[src/i2c_flags_pkg.sv]
package i2c_flags_pkg;

    // register offsets on the plain register port
    localparam logic [7:0] OFS_STATUS = 8'h00;
    localparam logic [7:0] OFS_PRIM_ADDR = 8'h01;
    localparam logic [7:0] OFS_SEC_ADDR = 8'h02;
    localparam logic [7:0] OFS_CTRL = 8'h03;
    localparam logic [7:0] OFS_DATA = 8'h04;
    localparam logic [7:0] OFS_IRQ_STAT = 8'h05;
    localparam logic [7:0] OFS_IRQ_MASK = 8'h06;

    // status flag positions
    localparam int BIT_SECOND = 4;
    localparam int BIT_ARB = 3;
    localparam int BIT_SLAVE = 2;
    localparam int BIT_GCALL = 1;
    localparam logic [7:0] FLAG_MASK = 8'h1e;
    localparam logic [7:0] DATA_CLR_MASK = 8'h0e;
    localparam logic [7:0] START_CLR_MASK = 8'h10;

    // address registers: address in [7:1], format select in [0]
    localparam int ADDR_FS_BIT = 0;

    // control register bits
    localparam int CTRL_MASTER = 0;
    localparam int CTRL_TRANSMIT = 1;
    localparam int CTRL_ARB_LOST_SELECT = 2;
    localparam int CTRL_START = 3;

    // reset values
    localparam logic [7:0] STATUS_RESET = 8'h00;
    localparam logic [7:0] ADDR_RESET = 8'h00;
    localparam logic [2:0] CTRL_RESET = 3'h0;
    localparam logic [7:0] MASK_RESET = 8'h00;

    // bus frame figures
    localparam logic [7:0] GCALL_VALUE = 8'h00;
    localparam logic [3:0] BYTE_LAST = 4'h7;
    localparam logic [3:0] ACK_SLOT = 4'h8;

    typedef struct packed {
        logic       scl_s1;
        logic       scl_s2;
        logic       scl_s3;
        logic       sda_s1;
        logic       sda_s2;
        logic       sda_s3;
        logic [7:0] shift;
        logic [3:0] cnt;
        logic       first;
    } mon_state_t;

    typedef struct packed {
        logic [7:0] flags;
        logic [7:0] arm;
        logic [7:0] prim_addr;
        logic [7:0] sec_addr;
        logic [2:0] ctrl;
        logic [7:0] tx_data;
        logic [7:0] rx_data;
        logic [7:0] irq_stat;
        logic [7:0] irq_mask;
        logic [7:0] rdata;
        logic       irq;
        logic       start_wait;
    } core_state_t;

endpackage

[src/i2c_mon_if.sv]
`timescale 1ns/1ps
interface i2c_mon_if;
    logic       scl_rise;
    logic       scl_fall;
    logic       sda_fall;
    logic       sda_lvl;
    logic       start_det;
    logic       byte_done;
    logic       byte_first;
    logic [7:0] byte_val;

    modport mon (
        output scl_rise, scl_fall, sda_fall, sda_lvl,
        output start_det, byte_done, byte_first, byte_val
    );
    modport core (
        input scl_rise, scl_fall, sda_fall, sda_lvl,
        input start_det, byte_done, byte_first, byte_val
    );
endinterface

[src/i2c_bus_monitor.sv]
`timescale 1ns/1ps
module i2c_bus_monitor (
    // clock and reset
    input wire logic core_clk_i,
    input wire logic reset_i,
    // bus pins
    input wire logic scl_pin_i,
    input wire logic sda_pin_i,
    // bus events
    i2c_mon_if.mon mon
);

    i2c_flags_pkg::mon_state_t q;
    i2c_flags_pkg::mon_state_t n;

    // edges use only the second and third stages
    assign mon.scl_rise = q.scl_s2 && !q.scl_s3;
    assign mon.scl_fall = !q.scl_s2 && q.scl_s3;
    assign mon.sda_fall = !q.sda_s2 && q.sda_s3;
    assign mon.sda_lvl = q.sda_s2;
    assign mon.start_det = q.scl_s2 && q.scl_s3 && !q.sda_s2 && q.sda_s3;
    assign mon.byte_done = mon.scl_rise && !mon.start_det
                           && (q.cnt == i2c_flags_pkg::BYTE_LAST);
    assign mon.byte_first = q.first;
    assign mon.byte_val = {q.shift[6:0], q.sda_s2};

    always_comb begin
        n = q;
        n.scl_s1 = scl_pin_i;
        n.scl_s2 = q.scl_s1;
        n.scl_s3 = q.scl_s2;
        n.sda_s1 = sda_pin_i;
        n.sda_s2 = q.sda_s1;
        n.sda_s3 = q.sda_s2;
        if (mon.start_det) begin
            n.cnt = 4'h0;
            n.first = 1'b1;
        end else if (q.scl_s2 && q.scl_s3 && q.sda_s2 && !q.sda_s3) begin
            // stop condition ends the frame
            n.cnt = 4'h0;
            n.first = 1'b0;
        end else if (mon.scl_rise) begin
            if (q.cnt == i2c_flags_pkg::ACK_SLOT) begin
                n.cnt = 4'h0;
                n.first = 1'b0;
            end else begin
                n.shift = mon.byte_val;
                n.cnt = q.cnt + 4'h1;
            end
        end
    end

    always_ff @(posedge core_clk_i or posedge reset_i) begin
        if (reset_i) begin
            q <= '0;
        end else begin
            q <= n;
        end
    end

endmodule

[src/i2c_addr_match_arb_flags.sv]
`timescale 1ns/1ps
module i2c_addr_match_arb_flags (
    // clock and reset
    input wire logic core_clk_i,
    input wire logic reset_i,
    // register port
    input wire logic [7:0] addr_i,
    input wire logic [7:0] wdata_i,
    input wire logic wr_i,
    input wire logic rd_i,
    output logic [7:0] rdata_o,
    // bus pins
    input wire logic scl_i,
    input wire logic sda_i,
    // internal line levels from the transfer engine
    input wire logic int_sda_i,
    input wire logic int_scl_i,
    // status and interrupt
    output logic [7:0] status_flags_o,
    output logic irq_o
);

    i2c_flags_pkg::core_state_t q;
    i2c_flags_pkg::core_state_t n;

    i2c_mon_if mon_bus ();

    i2c_bus_monitor u_mon (
        .core_clk_i(core_clk_i),
        .reset_i(reset_i),
        .scl_pin_i(scl_i),
        .sda_pin_i(sda_i),
        .mon(mon_bus)
    );

    logic mtx_w;
    logic srx_w;
    logic rd_stat_w;
    logic wr_stat_w;
    logic wr_ctrl_w;
    logic data_clr_w;
    logic first_w;
    logic gc_w;
    logic sec_set_w;
    logic arb_set_w;
    logic slv_set_w;
    logic gc_set_w;
    logic [7:0] set_w;
    logic [7:0] clr_w;

    assign mtx_w = q.ctrl[i2c_flags_pkg::CTRL_MASTER] && q.ctrl[i2c_flags_pkg::CTRL_TRANSMIT];
    assign srx_w = !q.ctrl[i2c_flags_pkg::CTRL_MASTER]
                   && !q.ctrl[i2c_flags_pkg::CTRL_TRANSMIT];
    assign rd_stat_w = rd_i && (addr_i == i2c_flags_pkg::OFS_STATUS);
    assign wr_stat_w = wr_i && (addr_i == i2c_flags_pkg::OFS_STATUS);
    assign wr_ctrl_w = wr_i && (addr_i == i2c_flags_pkg::OFS_CTRL);
    // a data write in transmit or a data read in receive clears the slave match, general call and arbitration flags
    assign data_clr_w = (wr_i && (addr_i == i2c_flags_pkg::OFS_DATA)
                         && q.ctrl[i2c_flags_pkg::CTRL_TRANSMIT])
                        || (rd_i && (addr_i == i2c_flags_pkg::OFS_DATA)
                         && !q.ctrl[i2c_flags_pkg::CTRL_TRANSMIT]);

    // first frame after start, seen in slave receive
    assign first_w = mon_bus.byte_done && mon_bus.byte_first && srx_w;
    assign gc_w = (mon_bus.byte_val == i2c_flags_pkg::GCALL_VALUE);

    assign sec_set_w = first_w
                       && (mon_bus.byte_val[7:1] == q.sec_addr[7:1])
                       && !q.sec_addr[i2c_flags_pkg::ADDR_FS_BIT];
    // general call with primary select 1 never reaches slave match
    assign slv_set_w = first_w && !q.prim_addr[i2c_flags_pkg::ADDR_FS_BIT]
                       && ((mon_bus.byte_val[7:1] == q.prim_addr[7:1]) || gc_w);
    assign gc_set_w = first_w && gc_w
                      && (!q.prim_addr[i2c_flags_pkg::ADDR_FS_BIT]
                          || !q.sec_addr[i2c_flags_pkg::ADDR_FS_BIT]);
    assign arb_set_w = (mtx_w && mon_bus.scl_rise && (int_sda_i != mon_bus.sda_lvl))
                       || (mtx_w && !q.ctrl[i2c_flags_pkg::CTRL_ARB_LOST_SELECT]
                           && mon_bus.scl_fall && int_scl_i)
                       || (q.start_wait && q.ctrl[i2c_flags_pkg::CTRL_ARB_LOST_SELECT]
                           && mon_bus.sda_fall && int_sda_i);

    assign set_w = {3'h0, sec_set_w, arb_set_w, slv_set_w, gc_set_w, 1'b0};

    // a write of 0 clears only bits that were read as 1; writing 1 does nothing
    assign clr_w = ((mon_bus.start_det ? i2c_flags_pkg::START_CLR_MASK : 8'h00)
                    | (data_clr_w ? i2c_flags_pkg::DATA_CLR_MASK : 8'h00)
                    | (wr_stat_w ? (q.arm & ~wdata_i) : 8'h00))
                   & i2c_flags_pkg::FLAG_MASK;

    always_comb begin
        n = q;
        // set wins over a clear in the same cycle
        n.flags = ((q.flags & ~clr_w) | set_w) & i2c_flags_pkg::FLAG_MASK;
        n.arm = (rd_stat_w ? q.flags : q.arm) & n.flags;
        n.irq_stat = ((q.irq_stat & ~(wr_i && addr_i == i2c_flags_pkg::OFS_IRQ_STAT
                                      ? wdata_i : 8'h00)) | set_w)
                     & i2c_flags_pkg::FLAG_MASK;
        if (wr_i) begin
            case (addr_i)
                i2c_flags_pkg::OFS_PRIM_ADDR: n.prim_addr = wdata_i;
                i2c_flags_pkg::OFS_SEC_ADDR: n.sec_addr = wdata_i;
                i2c_flags_pkg::OFS_CTRL: n.ctrl = wdata_i[2:0];
                i2c_flags_pkg::OFS_DATA: n.tx_data = wdata_i;
                i2c_flags_pkg::OFS_IRQ_MASK: n.irq_mask = wdata_i & i2c_flags_pkg::FLAG_MASK;
                default: n.ctrl = q.ctrl;
            endcase
        end
        if (mon_bus.byte_done) begin
            n.rx_data = mon_bus.byte_val;
        end
        // start command arms the early-SDA check until we drive SDA low, arbitration is lost or master transmit ends
        if (wr_ctrl_w && wdata_i[i2c_flags_pkg::CTRL_START]
                && wdata_i[i2c_flags_pkg::CTRL_MASTER]
                && wdata_i[i2c_flags_pkg::CTRL_TRANSMIT]) begin
            n.start_wait = 1'b1;
        end else if (!int_sda_i || arb_set_w || !mtx_w) begin
            n.start_wait = 1'b0;
        end
        n.rdata = 8'h00;
        if (rd_i) begin
            case (addr_i)
                i2c_flags_pkg::OFS_STATUS: n.rdata = q.flags;
                i2c_flags_pkg::OFS_PRIM_ADDR: n.rdata = q.prim_addr;
                i2c_flags_pkg::OFS_SEC_ADDR: n.rdata = q.sec_addr;
                i2c_flags_pkg::OFS_CTRL: n.rdata = {5'h00, q.ctrl};
                i2c_flags_pkg::OFS_DATA: n.rdata = q.rx_data;
                i2c_flags_pkg::OFS_IRQ_STAT: n.rdata = q.irq_stat;
                i2c_flags_pkg::OFS_IRQ_MASK: n.rdata = q.irq_mask;
                default: n.rdata = 8'h00;
            endcase
        end
        n.irq = |(n.irq_stat & n.irq_mask);
    end

    always_ff @(posedge core_clk_i or posedge reset_i) begin
        if (reset_i) begin
            q.flags <= i2c_flags_pkg::STATUS_RESET;
            q.arm <= i2c_flags_pkg::STATUS_RESET;
            q.prim_addr <= i2c_flags_pkg::ADDR_RESET;
            q.sec_addr <= i2c_flags_pkg::ADDR_RESET;
            q.ctrl <= i2c_flags_pkg::CTRL_RESET;
            q.tx_data <= 8'h00;
            q.rx_data <= 8'h00;
            q.irq_stat <= i2c_flags_pkg::STATUS_RESET;
            q.irq_mask <= i2c_flags_pkg::MASK_RESET;
            q.rdata <= 8'h00;
            q.irq <= 1'b0;
            q.start_wait <= 1'b0;
        end else begin
            q <= n;
        end
    end

    assign rdata_o = q.rdata;
    assign status_flags_o = q.flags;
    assign irq_o = q.irq;
endmodule

[config.mk]
export PLATFORM = sky130hd
export DESIGN_NAME = i2c_addr_match_arb_flags
export DESIGN_NICKNAME = d
export VERILOG_FILES = /design/src/i2c_flags_pkg.sv /design/src/i2c_mon_if.sv /design/src/i2c_bus_monitor.sv /design/src/i2c_addr_match_arb_flags.sv
export SDC_FILE = /design/constraint.sdc
export NUM_CORES = 1
export LEC_CHECK = 0
export BUFFER_PORTS_ARGS = -buffer_cell sky130_fd_sc_hd__buf_4
export CORE_ASPECT_RATIO = 2
export CORE_MARGIN = 2
export CORE_UTILIZATION = 57
export CTS_CLUSTER_SIZE = 40
export DETAILED_ROUTE_END_ITERATION = 7
export PLACE_DENSITY_LB_ADDON = 0.05
export SLEW_MARGIN = 10
export SYNTH_ARGS = -nofsm -noshare
export SYNTH_HDL_FRONTEND = slang
export SYNTH_SLANG_ARGS = --single-unit
[constraint.sdc]
create_clock -name core_clk_i -period 3.12 [get_ports core_clk_i]
set_clock_uncertainty 0.2 [all_clocks]
set_input_delay 0.468 -clock core_clk_i [delete_from_list [all_inputs] [get_ports core_clk_i]]
set_output_delay 0.468 -clock core_clk_i [all_outputs]
set_load 0.03 [all_outputs]
# After elaboration in Yosys (flattened, before gate mapping)
# Index checks and enable logic that the tools add are counted.
[classes] add_sub_neg=1 n_eq_ne=11 muxes=16 bitwise_logic=15 n_reduce_logical=69
[ops] operator="$pmux 8 s7" count=1
[ops] operator="$logic_and 1x1->1" count=39
[ops] operator="$mux 8" count=4
[ops] operator="$mux 5" count=6
[ops] operator="$eq 8x3->1 const B" count=3
[ops] operator="$eq 8x2->1 const B" count=2
[ops] operator="$logic_not 8->1" count=2
[ops] operator="$and 5x5->5" count=3
[ops] operator="$not 5->5" count=3
[ops] operator="$or 5x5->5" count=3
[ops] operator="$eq 7x7->1" count=2
[ops] operator="$logic_not 1->1" count=12
[ops] operator="$and 5x8->8" count=1
[ops] operator="$and 8x5->8" count=1
[ops] operator="$eq 8x1->1 const B" count=1
[ops] operator="$mux 4" count=2
[ops] operator="$reduce_and 2->1" count=4
[ops] operator="$reduce_or 8->1" count=1
[ops] operator="$logic_or 1x1->1" count=7
[ops] operator="$reduce_bool 3->1" count=2
[ops] operator="$or 5x4->5" count=1
[ops] operator="$add 4x1->4 const B" count=1
[ops] operator="$eq 4x3->1 const B" count=1
[ops] operator="$eq 4x4->1 const B" count=1
[ops] operator="5 further kinds" count=9
[word_totals] ff_bits=80 in_bits=24 out_inout_bits=17 wordCells=132

# Depth between registers and ports, before layout
[logic_depth] ltp_word=13 mapped_depth=7 depth_no_buf=7

# By module
# A second synthesis with hierarchy kept.
[hier_totals] cells_unflattened=326 hier_area_um2=3776.1
[modules_own_cells] mod="i2c_addr_match_arb_flags" n_inst=1 cells_each=257 area_per_inst_um2=2899.0 seq_area_each_um2=1326.3
[modules_own_cells] mod="i2c_bus_monitor" n_inst=1 cells_each=69 area_per_inst_um2=877.1 seq_area_each_um2=450.4

# Least setup slack after synthesis
# OpenSTA, ideal clock, no wires.
[synth_timing] kind="in2reg" start="in addr_i[2]" end="reg q (netlist bit irq_o)" setup_ns=0.138 arrival_time_ns=1.594 required_time_ns=2.782 path_slack_ns=1.188 stages=6 path_buffers=1 cell_sequence="buf_4 and2_2 nand4_1 mux2_2 a21bo_2 o2111ai_1"
[synth_rtl] item="start: declaration" line_no="i2c_addr_match_arb_flags.sv:7" source="input wire logic [7:0] addr_i,"
[synth_rtl] item="end signal: assignment" line_no="i2c_addr_match_arb_flags.sv:150" source="q <= n;"
[synth_rtl] item="end: declaration" line_no="i2c_addr_match_arb_flags.sv:23" source="i2c_flags_pkg::core_state_t q;"

==> results by group <==
Detailed routing
  – DRC: 0
  – Total Routed Length: 8.55 mm
  – DR WL/cell: 21.0 microns
  – DR iter-0 viols: 209
  – First-pass DRT Iterations: 4
  – Via count: 2526
  – Final ANT Viol Nets: 0
  – Vias/cell: 6.19

Synth
  – Cells after Synth: 312
  – Synth Register Bits: 71
  – Register area share after synthesis: 0.498
  – Area leader, netlist: dfrtp_1
  – Netlist cell types: 60
  – Post-synth EDFFs: 0
  – Synth Flop Type: dfrtp_1
  – Mapped Area: 0.00356 sq mm
  – Top post-synthesis cells by area: dfrtp_1 50%, mux2_2 13%, buf_4 3.6%
  – Synth async-reset ratio: 1.00
  – Top cell type's share of synthesized area: 0.498
  – Syn_area_per_cell: 11.4 sq um
  – Synth Warn #: 0

Finish
  – Nets: 367
  – Share of cells above drive strength 1: 0.307
  – N_diodes: 0
  – Post-layout util: 0.674
  – Synth-to-layout area growth: 13.6%
  – Number of fill cells in the layout: 465

Min path
  – Hold Startpoint: sda_i
  – Worst Hold Class: primary input to flop

Global routing
  – Grt ovf: 0
  – GRT Overall Usage: 0.275
  – First-pass GRT wire length: 13.4 mm
  – Vias in the first global route: 2582
  – Initial antenna violation count: 0
  – Largest net degree at the start of global routing: 38

STA
  – Hold Vio Cnt, Final: 0
  – Slew Limit Fails: 0
  – TNS Setup: 0 ps
  – Setup-failing EPs final: 0
  – Slew HR: 0.505
  – Period utilization: 0.714
  – Tightest Pin Transition: 741 ps
  – Fmax: 449 MHz
  – Final period demand of the worst path: 2230 ps
  – RSZ-0062 raised after global routing: false

Power
  – Sw Ratio: 0.269
  – Comb power frac: 0.139
  – Sw Pwr: 0.639 mW
  – P_leak: 1.91 nW
  – Max IR drop VDD: 0.484 mV
  – Part of the power in registers: 0.478
  – Power Internal: 1.74 mW
  – Clock power share: 0.383
  – Power Dens Cells: 587 mW/mm^2

Critical path
  – Crit start category: flop
  – CP Data Arrival Time: 2260 ps
  – Delay-heaviest family, CP: simple AND/OR/NAND/NOR gates
  – Setup crit end kind: flop
  – Critical-path top delay cell: dfrtp_1
  – CP required: 3150 ps
  – Crit path cell chain: xor2_1 -> nor4_1 -> nand4_1 -> o31a_1 -> o2111ai_1
  – Crit-path max FO: 6
  – Crit. Startpoint: u_mon.mon.byte_val[1]
  – Crit path kind: flop to flop
  – Largest stage delay, worst path: 480 ps
  – Reg2reg start: u_mon.mon.byte_val[1]
  – Buffer and inverter count on the worst path: 0

Clocking
  – Clock buffer count from CTS: 9
  – Clock H-tree levels: 3
  – Clk sinks: 71
  – Clock Tree Buf Depth: 2
  – CTS tree: built
  – Reg clk slew, reported paths: 50 ps
  – Post-cts sizing count: 0
  – Hold Buf Count CTS: 0
  – Clk root buf: clkbuf_16
  – Total setup buffers inserted after CTS: 0
  – Clk_lat worst skew: 330 ps

Placement
  – Number of port buffers: 36
  – Dpl hpwl: 6.55 mm
  – Final GP Congestion: 0.864

Die
  – Die height: 116 microns
  – Ports: 41
  – Die ar.: 0.00694 sq mm
  – Std-Cell Rows: 40
  – CORE AREA: 0.00601 sq mm
  – Die width: 59.9 microns
  – Initial Util: 0.594

Run status
  – Status: finished clean

Run
  – Max_cap viols: 0
==> cells in the mapped netlist (2+ instances only) <==
master,instances
dfrtp_1,71
mux2_2,40
nand2_1,21
nor2_1,19
buf_4,17
xor2_1,12
a21oi_1,10
inv_1,10
o21ai_0,9
mux2i_1,8
nand3_1,8
a22oi_1,7
nand4_1,5
nor4_1,5
a22o_1,3
and2_2,3
buf_2,3
nand4b_1,3
nor2b_1,3
xnor2_1,3
a211o_1,2
a211oi_1,2
a21bo_2,2
a221oi_1,2
a31oi_1,2
clkbuf_1,2
ha_1,2
nor2_4,2
nor3b_1,2
o21a_1,2
o311ai_0,2
o31a_1,2
==> kinds of logic (layout without fill, tap and decap cells) <==
logic type	after synthesis	after routing	synth area share
simple gates	89	89	0.146
flops	71	71	0.498
compound gates	53	53	0.106
mux	48	48	0.149
buf+inv	33	63	0.0558
xor+xnor	15	15	0.0369
fa+ha+maj	2	2	0.00702
other cells	1	4	0.00105
==> per-stage QoR <==
step           area [sq um]  power (mW)  hold WS, ps  worst slack (ps)  cells
2_1_floorplan          3580        1.37          131               655    315
3_3_place_gp           3790        1.48          133               818    393
3_5_place_dp           3790        1.49          139               810    393
4_1_cts                4050        2.40         26.2               882    408
5_1_grt                4050        2.48         31.3               745    408
6_report               4050        2.38         40.3               892    408
==> power by group through the flow <==
stage          Sequential (mW)  Clock, mW  Combinational, mW
6_report                  1.14      0.909              0.331
5_1_grt                   1.15      0.957              0.370
4_1_cts                   1.14      0.933              0.334
3_5_place_dp              1.15          0              0.333
3_3_place_gp              1.15          0              0.326
2_1_floorplan             1.11          0              0.254
==> layout make-up <==
class	count	area, sq um	share of cell area
clock inverter	1	5.00	0.00124
clock buffer	14	254	0.0627
multi-input combinational	211	1600	0.395
inverter	10	37.5	0.00927
sequential	71	1780	0.439
timing repair buffer	38	298	0.0735
tap	63	78.8	0.0195
==> state kept, by name, indices dropped and copies added, names as in the netlist <==
register              flops
q                        40
rdata_o                   8
u_mon.mon.byte_val        7
u_mon.q                   6
status_flags_o            4
u_mon.n                   3
irq_o                     1
u_mon.mon.byte_first      1
u_mon.mon.sda_lvl         1
==> layout by cell type, fill, tap and decap left out, types with 3 or more instances in the layout <==
cell type and count:
a22o_1 3, a22oi_1 7, nand4b_1 3, inv_1 9, nand3_1 8, dfrtp_1 71
o21ai_0 9, clkbuf_1 4, nor4_1 5, nand2_1 21, nand4_1 5, conb_1 4
a21oi_1 10, clkbuf_16 9, buf_4 37, xnor2_1 3, nor2_1 19, xor2_1 12
nor2b_1 3, and2_2 3, mux2_2 40, mux2i_1 8
==> metal layers <==
layer / vias to the layer above / share of wire / global-route usage
met5: - / 0 / 0
met3: 22 / 0.036 / 0.0614
met4: 0 / 0.059 / 0.182
li1: 1176 / - / -
met1: 1252 / 0.37 / 0.301
met2: 76 / 0.54 / 0.459
==> final timing paths <==
path	end	cells past startpoint	slack (ps)
hold reg to reg	u_mon.n[16]	0	140
setup reg to reg	irq_o	5	890
hold / removal	u_mon.n[14]	1	40
max in group asynchronous	rdata_o[7]	3	1990
min in group asynchronous	u_mon.n[14]	2	70
setup / recovery	irq_o	5	890
(Power assumes the default switching activity.)
